File: config.mk
export PLATFORM = sky130hd
export DESIGN_NAME = rac_reg_bank
export DESIGN_NICKNAME = d
export VERILOG_FILES = /design/src/rtl/rac_alias_reg.v /design/src/rtl/rac_reg_bank.v
export VERILOG_INCLUDE_DIRS = /design/src /design/src/rtl
export SDC_FILE = /design/constraint.sdc
export NUM_CORES = 1
export LEC_CHECK = 0
export BUFFER_PORTS_ARGS = -buffer_cell sky130_fd_sc_hd__buf_2
export CORE_MARGIN = 2
export CORE_UTILIZATION = 50
export DETAILED_ROUTE_END_ITERATION = 12
export PLACE_DENSITY = 0.88
export SYNTH_ARGS = -nofsm -noshare
export SYNTH_HDL_FRONTEND = slang
export SYNTH_SLANG_ARGS = --single-unit
File: constraint.sdc
create_clock -name clk_i -period 3.05 [get_ports clk_i]
set_input_delay 0.61 -clock clk_i [delete_from_list [all_inputs] [get_ports clk_i]]
set_output_delay 0.61 -clock clk_i [all_outputs]
set_load 0.01 [all_outputs]
File: src/rtl/rac_consts.vh
// Constants for the register bank access-convention block.
// Assumes inclusion by bare name from files under rtl/.
`ifndef RAC_CONSTS_VH
`define RAC_CONSTS_VH

// Register indices on the local access port (word addressed)
`define RAC_IDX_CTRL      4'h0
`define RAC_IDX_STATUS    4'h1
`define RAC_IDX_CMD       4'h2
`define RAC_IDX_OUT       4'h3
`define RAC_IDX_OUT_SET   4'h4
`define RAC_IDX_OUT_CLR   4'h5
`define RAC_IDX_OUT_TGL   4'h6
`define RAC_IDX_DBG       4'h7

// Implemented-bit masks; all other bits are reserved
`define RAC_CTRL_MASK     8'h3F
`define RAC_STATUS_MASK   8'h0F
`define RAC_CMD_MASK      8'h03
`define RAC_OUT_MASK      8'hFF
`define RAC_DBG_MASK      8'h81

// Reset values
`define RAC_CTRL_RST      8'h00
`define RAC_OUT_RST       8'h00
`define RAC_DBG_RST       8'h00

// Command field positions
`define RAC_CMD_PULSE_BIT 0
`define RAC_CMD_SWRST_BIT 1

`endif

File: src/rtl/rac_alias_reg.v
// One base register with its set, clear and toggle aliases.
// Assumes one clock, synchronous active-low reset, one-cycle write strobes.
`default_nettype none

module rac_alias_reg #(
   parameter             WIDTH = 8,
   parameter [WIDTH-1:0] RST   = {WIDTH{1'b0}},
   parameter [WIDTH-1:0] MASK  = {WIDTH{1'b1}}
) (
   input  wire             clk_i,
   input  wire             rst_n_i,
   input  wire             sw_rst_i,
   input  wire             wr_base_i,
   input  wire             wr_set_i,
   input  wire             wr_clr_i,
   input  wire             wr_tgl_i,
   input  wire [WIDTH-1:0] wdata_i,
   output wire [WIDTH-1:0] value_o
);

   reg  [WIDTH-1:0] val_ff;
   reg  [WIDTH-1:0] nxt_val;
   wire [WIDTH-1:0] wd;

   // Reserved positions never store, so they read zero
   assign wd = wdata_i & MASK;

   always @* begin
      nxt_val = val_ff;
      if (wr_base_i) begin
         nxt_val = wd;
      end else if (wr_set_i) begin
         nxt_val = val_ff | wd;
      end else if (wr_clr_i) begin
         nxt_val = val_ff & ~wd;
      end else if (wr_tgl_i) begin
         nxt_val = val_ff ^ wd;
      end
   end

   always @(posedge clk_i) begin
      if (!rst_n_i || sw_rst_i) begin
         val_ff <= RST & MASK;
      end else begin
         val_ff <= nxt_val;
      end
   end

   assign value_o = val_ff;

endmodule

`default_nettype wire

File: src/rtl/rac_reg_bank.v
// Peripheral register bank showing the documented bit access kinds.
// Assumes a processor-side port with one-cycle read/write strobes.
// Assumes status inputs are already synchronous to clk_i.
// Contract
// - Read/write bits return what was stored and take written values.
// - Read-only bits return live value; writes leave them unchanged.
// - Write-only bits accept writes; their read value is undefined.
// - Reserved bits always read zero regardless of writes.
// - Reset loads reset values; peripheral soft reset spares debug registers.
// - Base and its alias read back the same base value.
// - Clear alias clears base bits written one, single access.
// - Set alias sets base bits written one, visible through both.
// - Toggle alias inverts base bits written one, visible through both.
`default_nettype none
`include "rac_consts.vh"

module rac_reg_bank #(
   parameter WIDTH = 8
) (
   input  wire             clk_i,
   input  wire             rst_n_i,
   input  wire [3:0]       addr_i,
   input  wire             wr_i,
   input  wire             rd_i,
   input  wire [WIDTH-1:0] wdata_i,
   input  wire [3:0]       status_i,
   output reg  [WIDTH-1:0] rdata_o,
   output wire             rvalid_o,
   output reg  [WIDTH-1:0] ctrl_o,
   output wire [WIDTH-1:0] out_bits_o,
   output reg              pulse_o,
   output reg  [WIDTH-1:0] dbg_o
);

   // Access classes of one register index
   localparam [1:0] KIND_NONE = 2'b00;
   localparam [1:0] KIND_RW   = 2'b01;
   localparam [1:0] KIND_RO   = 2'b10;
   localparam [1:0] KIND_WO   = 2'b11;

   // Base register plus its set, clear and toggle aliases
   localparam       N_SLOT    = 4;

   // Implemented-bit masks at port width
   localparam [WIDTH-1:0] CTRL_MASK   = `RAC_CTRL_MASK;
   localparam [WIDTH-1:0] STATUS_MASK = `RAC_STATUS_MASK;
   localparam [WIDTH-1:0] CMD_MASK    = `RAC_CMD_MASK;
   localparam [WIDTH-1:0] DBG_MASK    = `RAC_DBG_MASK;

   reg               sw_rst_ff;
   reg               rvalid_ff;
   reg  [WIDTH-1:0]  nxt_rdata;
   wire [1:0]        kind;
   wire              rd_open;
   wire              wr_ok;
   wire              wr_cmd;
   wire              wr_ctrl;
   wire              wr_dbg;
   wire              swrst_req;
   wire              pulse_req;
   wire [3:0]        slot_off;
   wire [N_SLOT-1:0] wr_slot;
   wire [WIDTH-1:0]  cmd_bits;
   wire [WIDTH-1:0]  ctrl_wval;
   wire [WIDTH-1:0]  dbg_wval;
   wire [WIDTH-1:0]  status_word;

   // Exact index match
   function hit;
      input [3:0] a;
      input [3:0] idx;
      begin
         hit = (a == idx);
      end
   endfunction

   // One decode drives both the write gate and the read gate
   function [1:0] access_kind;
      input [3:0] a;
      begin
         case (a)
            `RAC_IDX_CTRL:    access_kind = KIND_RW;
            `RAC_IDX_STATUS:  access_kind = KIND_RO;
            `RAC_IDX_CMD:     access_kind = KIND_WO;
            `RAC_IDX_OUT:     access_kind = KIND_RW;
            `RAC_IDX_OUT_SET: access_kind = KIND_RW;
            `RAC_IDX_OUT_CLR: access_kind = KIND_RW;
            `RAC_IDX_OUT_TGL: access_kind = KIND_RW;
            `RAC_IDX_DBG:     access_kind = KIND_RW;
            default:          access_kind = KIND_NONE;
         endcase
      end
   endfunction

   // Classify the index once per cycle
   assign kind      = access_kind(addr_i);
   // Read-only and unmapped slots get no write enable at all
   assign wr_ok     = wr_i && (kind == KIND_RW || kind == KIND_WO);
   // Write-only and unmapped slots read zero
   assign rd_open   = (kind == KIND_RW) || (kind == KIND_RO);
   assign wr_cmd    = wr_ok && hit(addr_i, `RAC_IDX_CMD);
   assign wr_ctrl   = wr_ok && hit(addr_i, `RAC_IDX_CTRL);
   assign wr_dbg    = wr_ok && hit(addr_i, `RAC_IDX_DBG);

   // Reserved positions are dropped before they can be stored
   assign cmd_bits  = wdata_i & CMD_MASK;
   assign ctrl_wval = wdata_i & CTRL_MASK;
   assign dbg_wval  = wdata_i & DBG_MASK;
   assign swrst_req = wr_cmd && cmd_bits[`RAC_CMD_SWRST_BIT];
   assign pulse_req = wr_cmd && cmd_bits[`RAC_CMD_PULSE_BIT];

   // Slot 0 is the base; indices below it wrap past N_SLOT
   assign slot_off  = addr_i - `RAC_IDX_OUT;

   // Write enables for the base and its aliases
   genvar g;

   generate
      for (g = 0; g < N_SLOT; g = g + 1) begin : g_slot
         assign wr_slot[g] = wr_ok && (slot_off == g);
      end
   endgenerate

   // Soft reset is registered so the writing access completes first
   always @(posedge clk_i) begin
      if (!rst_n_i) begin
         sw_rst_ff <= 1'b0;
      end else begin
         sw_rst_ff <= swrst_req;
      end
   end

   // Command pulse lasts exactly one clock
   always @(posedge clk_i) begin
      if (!rst_n_i) begin
         pulse_o <= 1'b0;
      end else begin
         pulse_o <= pulse_req;
      end
   end

   // Control: plain read/write bits
   always @(posedge clk_i) begin
      if (!rst_n_i || sw_rst_ff) begin
         ctrl_o <= `RAC_CTRL_RST;
      end else if (wr_ctrl) begin
         ctrl_o <= ctrl_wval;
      end
   end

   // Debug control: power-on reset only, kept over soft reset
   always @(posedge clk_i) begin
      if (!rst_n_i) begin
         dbg_o <= `RAC_DBG_RST;
      end else if (wr_dbg) begin
         dbg_o <= dbg_wval;
      end
   end

   // Base and alias writes share one register, so a pair cannot drift
   // Only one index is decoded per cycle, so alias priority never matters
   rac_alias_reg #(
      .WIDTH (WIDTH),
      .RST   (`RAC_OUT_RST),
      .MASK  (`RAC_OUT_MASK)
   ) u_out (
      .clk_i     (clk_i),
      .rst_n_i   (rst_n_i),
      .sw_rst_i  (sw_rst_ff),
      .wr_base_i (wr_slot[0]),
      .wr_set_i  (wr_slot[1]),
      .wr_clr_i  (wr_slot[2]),
      .wr_tgl_i  (wr_slot[3]),
      .wdata_i   (wdata_i),
      .value_o   (out_bits_o)
   );

   // Status is sampled live, never stored
   assign status_word = {{(WIDTH-4){1'b0}}, status_i} & STATUS_MASK;

   // Same-cycle write and read returns the value before the write
   always @* begin
      nxt_rdata = {WIDTH{1'b0}};
      if (rd_open) begin
         case (addr_i)
            `RAC_IDX_CTRL:    nxt_rdata = ctrl_o;
            `RAC_IDX_STATUS:  nxt_rdata = status_word;
            `RAC_IDX_OUT,
            `RAC_IDX_OUT_SET,
            `RAC_IDX_OUT_CLR,
            `RAC_IDX_OUT_TGL: nxt_rdata = out_bits_o;
            `RAC_IDX_DBG:     nxt_rdata = dbg_o;
            default:          nxt_rdata = {WIDTH{1'b0}};
         endcase
      end
   end

   // Read data holds between reads, so a late sampler still sees it
   always @(posedge clk_i) begin
      if (!rst_n_i) begin
         rdata_o <= {WIDTH{1'b0}};
      end else if (rd_i) begin
         rdata_o <= nxt_rdata;
      end
   end

   // Valid marks the one cycle after each read strobe
   always @(posedge clk_i) begin
      if (!rst_n_i) begin
         rvalid_ff <= 1'b0;
      end else begin
         rvalid_ff <= rd_i;
      end
   end

   assign rvalid_o = rvalid_ff;

endmodule

`default_nettype wire

==> results of run 1 <==
==> sequential cells by signal, indices dropped and copies added, names as in the netlist <==
signal,flops
rdata_o,8
u_out.value_o,8
ctrl_o,6
dbg_o,2
pulse_o,1
rvalid_o,1
sw_rst_ff,1
==> worst max-delay path: stages <==
cell      delay (ps)
buf_2            130
inv_1            100
ha_1             390
or4_1            580
o2111a_1         260
and2_4           240
a311oi_2         230
==> cell type report <==
type                       instances  area, um2  share of cell area [%]
clock inverter                     1       7.51                   0.350
sequential                        27        541                    25.2
timing repair buffer              46        233                    10.8
clock buffer                       3       41.3                    1.92
inverter                          20       75.1                    3.50
tap                               48       60.1                    2.80
multi-input combinational        157       1190                    55.4
==> power by group through the flow <==
| stage | clock network, mW | registers (mW) | logic [mW] |
|---|---|---|---|
| after detailed placement | 0 | 0.370 | 0.128 |
| final | 0.218 | 0.362 | 0.131 |
| after global routing | 0.225 | 0.362 | 0.147 |
| after CTS | 0.213 | 0.361 | 0.130 |
| after global placement | 0 | 0.370 | 0.124 |
| after floorplan | 0 | 0.371 | 0.0947 |
==> kinds of logic after synthesis <==
family / share of synthesized area, %
simple gates: 14.7
mux: 4.19
flops: 28.3
compound gates: 26.3
xor+xnor: 0.458
other cells: 0.196
buf+inv: 10.9
fa+ha+maj: 15.0
==> per-layer routing <==
| layer | up-vias | part of all wire (%) |
|---|---|---|
| met5 | - | 0 |
| met4 | 0 | 1.6 |
| met3 | 8 | 7.3 |
| met2 | 78 | 48 |
| met1 | 811 | 43 |
| li1 | 851 | - |
==> final timing paths <==
check / end / slack [ps] / cells after the start
worst max-delay path: u_out.value_o[7] / 710 / 7
worst min-delay path: rdata_o[7] / 480 / 1
worst min register to register: rdata_o[7] / 480 / 1
worst max register to register: u_out.value_o[6] / 1550 / 5
==> cell usage in the layout, fill, tap and decap left out, drive strengths merged, types with 2 or more instances in the layout <==
master | Yosys | layout
and3 | 9 | 9
a22o | 8 | 8
clkbuf | 7 | 3
ha | 23 | 23
o211ai | 8 | 8
a211oi | 2 | 2
nand2 | 4 | 4
conb | 1 | 8
buf | 14 | 46
a21boi | 9 | 9
nor2b | 7 | 7
dfxtp | 27 | 27
mux2i | 8 | 8
a21oi | 16 | 16
inv | 20 | 20
a22oi | 4 | 4
nor2 | 16 | 16
a32o | 4 | 4
nand2b | 3 | 3
nor4 | 2 | 2
a311oi | 8 | 8
o2bb2ai | 4 | 4
==> flow_summary.json, run 1 <==
{
  "total_leakage_power_nw": 1.07,
  "dr.pass1.iters": 4,
  "cts-root-buf": "clkbuf_8",
  "ctsHoldBuffers": 0,
  "synthTopCellsByArea": "dfxtp_1 (28%), ha_1 (15%), a21oi_1 (4.2%)",
  "hold_class": "reg -> reg",
  "placed_cell_area_um2": 2100,
  "yosys_register_bits": 27,
  "drive_gt1_share_pct": 20.9,
  "synth_area_um2": 1910,
  "area_growth_pct": 12.2,
  "gp_congestion": 0.844,
  "clkSinkCount": 27,
  "synth.largest_area_cell": "dfxtp_1",
  "grt-ovfl-total": 0,
  "final_max_slew_viol_count": 0,
  "grtUsageMet2_pct": 36.5,
  "synth_common_cells": "dfxtp_1 (27), ha_1 (23), inv_1 (20)",
  "pin_count": 54,
  "cts_buffers": 3,
  "yosysMostFrequentCell": "dfxtp_1",
  "finalSetupTns_ps": 0,
  "grt_pass1_vias": 1606,
  "timing.final.hold_violations": 0,
  "whs_ps": 479,
  "via_count": 1748,
  "clock_skew_ps": 3.26,
  "ys_seq_area_share_pct": 28.3,
  "timing.final.ws_setup_ps": 707,
  "rsz0062_at_grt": "no",
  "die-width_um": 65.9,
  "drt_wl_total_mm": 4.50,
  "clk_path_buf_depth": 2,
  "fin_nets": 298,
  "crit_type": "in -> reg",
  "use_met3_pct": 2.04,
  "post_cts_buffers": 0,
  "fillers": 325,
  "grt_usage_pct": 21.9,
  "use_met1_pct": 29.5,
  "worst_slew_pin_slew_ps": 702,
  "initial_core_util_pct": 52.3,
  "critical_path_arrival_ps": 2540,
  "grt_max_degree": 20,
  "clock_latency_ps": 280,
  "status": "complete, no violations",
  "yosysWarnings": 0,
  "fin_crit_sh_pct": 76.8,
  "avgSynthCellArea_um2": 8.78,
  "setup_viol": 0,
  "dieArea_um2": 4340,
  "portBuffers": 45,
  "max_clock_freq_mhz": 427,
  "worstHoldStart": "rdata_o[7]",
  "cp.required_ps": 3250,
  "via_per_inst": 5.79,
  "cp-start-kind": "input pin",
  "synth_cell_types": 40,
  "drt_iter0_markers": 118,
  "total_power_mw": 0.710,
  "p_seq_share_pct": 50.9,
  "critPathMaxFanout": 19,
  "die_y_um": 65.9,
  "synth_edf_count": 0,
  "final_cells": 302,
  "p_switching_mw": 0.211,
  "cts_tree": "done",
  "end_kind": "flip-flop",
  "yosysTopAreaCellShare_pct": 28.3,
  "synth_flop_cell": "dfxtp_1",
  "async_flop_share_pct": 0,
  "relSlewSlack_pct": 53.2,
  "antenna_found_initial": 0,
  "cts_resized": 0,
  "core_area_um2": 3660,
  "p_clk_share_pct": 30.6,
  "min_period_ps": 2340,
  "drc_errors": 0,
  "wl_per_cell_um": 14.9,
  "grt_pass1_wl_mm": 7.49,
  "clk_pin_slew_ps": 100,
  "combPwrFrac_pct": 18.5,
  "final_cell_area_um2": 2150,
  "power_density_nw_per_um2": 331,
  "timing.rr.start": "u_out.value_o[6]",
  "netlist_instances": 218,
  "ir_drop_v": 0.000160,
  "grt_most_used_layer": "met2",
  "dp_hpwl_mm": 3.32,
  "startpoint": "addr_i[1]",
  "diodes": 0,
  "maxCapViolations": 0,
  "final_util_pct": 58.6,
  "dpl.cell_count": 298,
  "pre_cts_ws_ps": 430,
  "route.antenna.remaining_nets": 0,
  "p_sw_share_pct": 29.7,
  "h-tree-depth": 1,
  "p_int_mw": 0.499,
  "placementRows": 22
}
(Power assumes the default switching activity.)
==> run 2: changes to the inputs <==
clock period = 2.3 ns   (was 3.05 ns; I/O delays follow)
==> flow_summary.json, run 2 (same netlist as run 1, synthesis figures left out) <==
{
  "status": "complete, no violations",
  "min_period_ps": 1900,
  "dieArea_um2": 4340,
  "fin_nets": 306,
  "grt_pass1_wl_mm": 7.61,
  "clock_latency_ps": 280,
  "pre_cts_ws_ps": 114,
  "holdPathStages": 3,
  "dpl.cell_count": 306,
  "ir_drop_v": 0.000212,
  "use_met1_pct": 28.3,
  "cpPeakStageDelay_ps": 530,
  "dp_hpwl_mm": 3.43,
  "grt_max_degree": 17,
  "gp_congestion": 0.888,
  "grtUsageMet2_pct": 37.8,
  "clk_path_buf_depth": 2,
  "antenna_found_initial": 0,
  "cts_resized": 0,
  "drive_gt1_share_pct": 23.3,
  "end_kind": "flip-flop",
  "portBuffers": 45,
  "clkSinkCount": 27,
  "maxCapViolations": 0,
  "p_sw_share_pct": 28.7,
  "finalSetupTns_ps": 0,
  "drt_iter0_markers": 134,
  "total_leakage_power_nw": 1.11,
  "fillers": 338,
  "worst_slew_pin_slew_ps": 594,
  "cts_tree": "done",
  "placementRows": 22,
  "crit_chain": "buf_2 -> inv_1 -> ha_1 -> or4_1 -> o2111a_1 -> and2_4 -> a311oi_1",
  "p_switching_mw": 0.267,
  "wl_per_cell_um": 14.6,
  "via_count": 1737,
  "drc_errors": 0,
  "final_cell_mix": "buf_2 (45), dfxtp_1 (27), ha_1 (23)",
  "drt_wl_total_mm": 4.52,
  "final_common_cell": "buf_2",
  "setup_viol": 0,
  "die-width_um": 65.9,
  "p_clk_share_pct": 29.4,
  "use_met3_pct": 2.21,
  "pin_count": 54,
  "critical_path_arrival_ps": 2090,
  "ctsHoldBuffers": 0,
  "worstHoldStart": "rd_i",
  "route.antenna.remaining_nets": 0,
  "die_y_um": 65.9,
  "total_power_mw": 0.932,
  "grt_usage_pct": 22.1,
  "cp.required_ps": 2480,
  "diodes": 0,
  "core_area_um2": 3660,
  "cts-root-buf": "clkbuf_8",
  "post_cts_buffers": 0,
  "grt_most_used_layer": "met2",
  "area_growth_pct": 15.2,
  "p_int_mw": 0.665,
  "final_cells": 310,
  "timing.final.hold_violations": 0,
  "cp-start-kind": "input pin",
  "critPathMaxFanout": 8,
  "r2r_end": "u_out.value_o[6]",
  "rsz0062_at_grt": "no",
  "slowest_stage": "or4_1",
  "final_util_pct": 60.2,
  "grt-ovfl-total": 0,
  "crit_type": "in -> reg",
  "h-tree-depth": 1,
  "clk_pin_slew_ps": 90,
  "combPwrFrac_pct": 19.2,
  "grt_pass1_vias": 1701,
  "cts_buffers": 3,
  "timing.rr.start": "u_out.value_o[6]",
  "hold_class": "in -> reg",
  "reg2reg_depth": 5,
  "max_clock_freq_mhz": 525,
  "fin_crit_sh_pct": 82.8,
  "timing.final.ws_setup_ps": 396,
  "dr.pass1.iters": 4,
  "power_density_nw_per_um2": 423,
  "p_seq_share_pct": 51.5,
  "relSlewSlack_pct": 60.4,
  "via_per_inst": 5.60,
  "final_max_slew_viol_count": 0,
  "initial_core_util_pct": 52.3,
  "clock_skew_ps": 3.39,
  "hold_path_end": "rvalid_o",
  "rrSetupSlack_ps": 870
}
[run 2: metal layers]
layer | wire (um) | up-vias
li1 | - | 861
met1 | 2010 | 789
met2 | 2120 | 73
met3 | 277 | 14
met4 | 116 | 0
met5 | 0 | -
[run 2: power groups by stage]
stage          Sequential (mW)  Combinational [mW]  Clock [mW]
2_1_floorplan            0.491               0.126           0
3_3_place_gp             0.490               0.172           0
3_5_place_dp             0.490               0.177           0
4_1_cts                  0.480               0.179       0.275
5_1_grt                  0.481               0.200       0.291
6_report                 0.480               0.179       0.274
[run 2: final cells by class]
type / instances / area (um2) / area share [%]
inverters: 20 / 75.1 / 3.41
clock inverters: 1 / 5.00 / 0.227
multi-input cells: 157 / 1190 / 54.0
flip-flops and latches: 27 / 541 / 24.5
repair buffers: 54 / 293 / 13.3
well taps: 48 / 60.1 / 2.72
clock buffers: 3 / 41.3 / 1.87
[run 2: how the worst max path moves through the flow]
stage | start | end | slack (ps) | cells past startpoint
2_1_floorplan | addr_i[1] | u_out.value_o[7] | 140 | 9
3_3_place_gp | addr_i[1] | u_out.value_o[7] | 170 | 7
3_5_place_dp | addr_i[1] | u_out.value_o[0] | 110 | 7
4_1_cts | addr_i[1] | u_out.value_o[0] | 400 | 7
5_1_grt | addr_i[1] | u_out.value_o[0] | 310 | 7
6_report | addr_i[1] | u_out.value_o[0] | 400 | 7
[run 2: stage by stage]
step / hold slack [ps] / instance area [um2]
CTS: 412 / 2200
global route: 425 / 2200
global placement: 453 / 2160
detailed placement: 466 / 2160
finish: 409 / 2200
floorplan: 511 / 1940
[run 2: worst max-delay path, delay by kind of cell]
family / cells / cell delay [ps]
fa+ha+maj: 1 / 240
compound gates: 2 / 420
buf+inv: 2 / 230
simple gates: 2 / 730
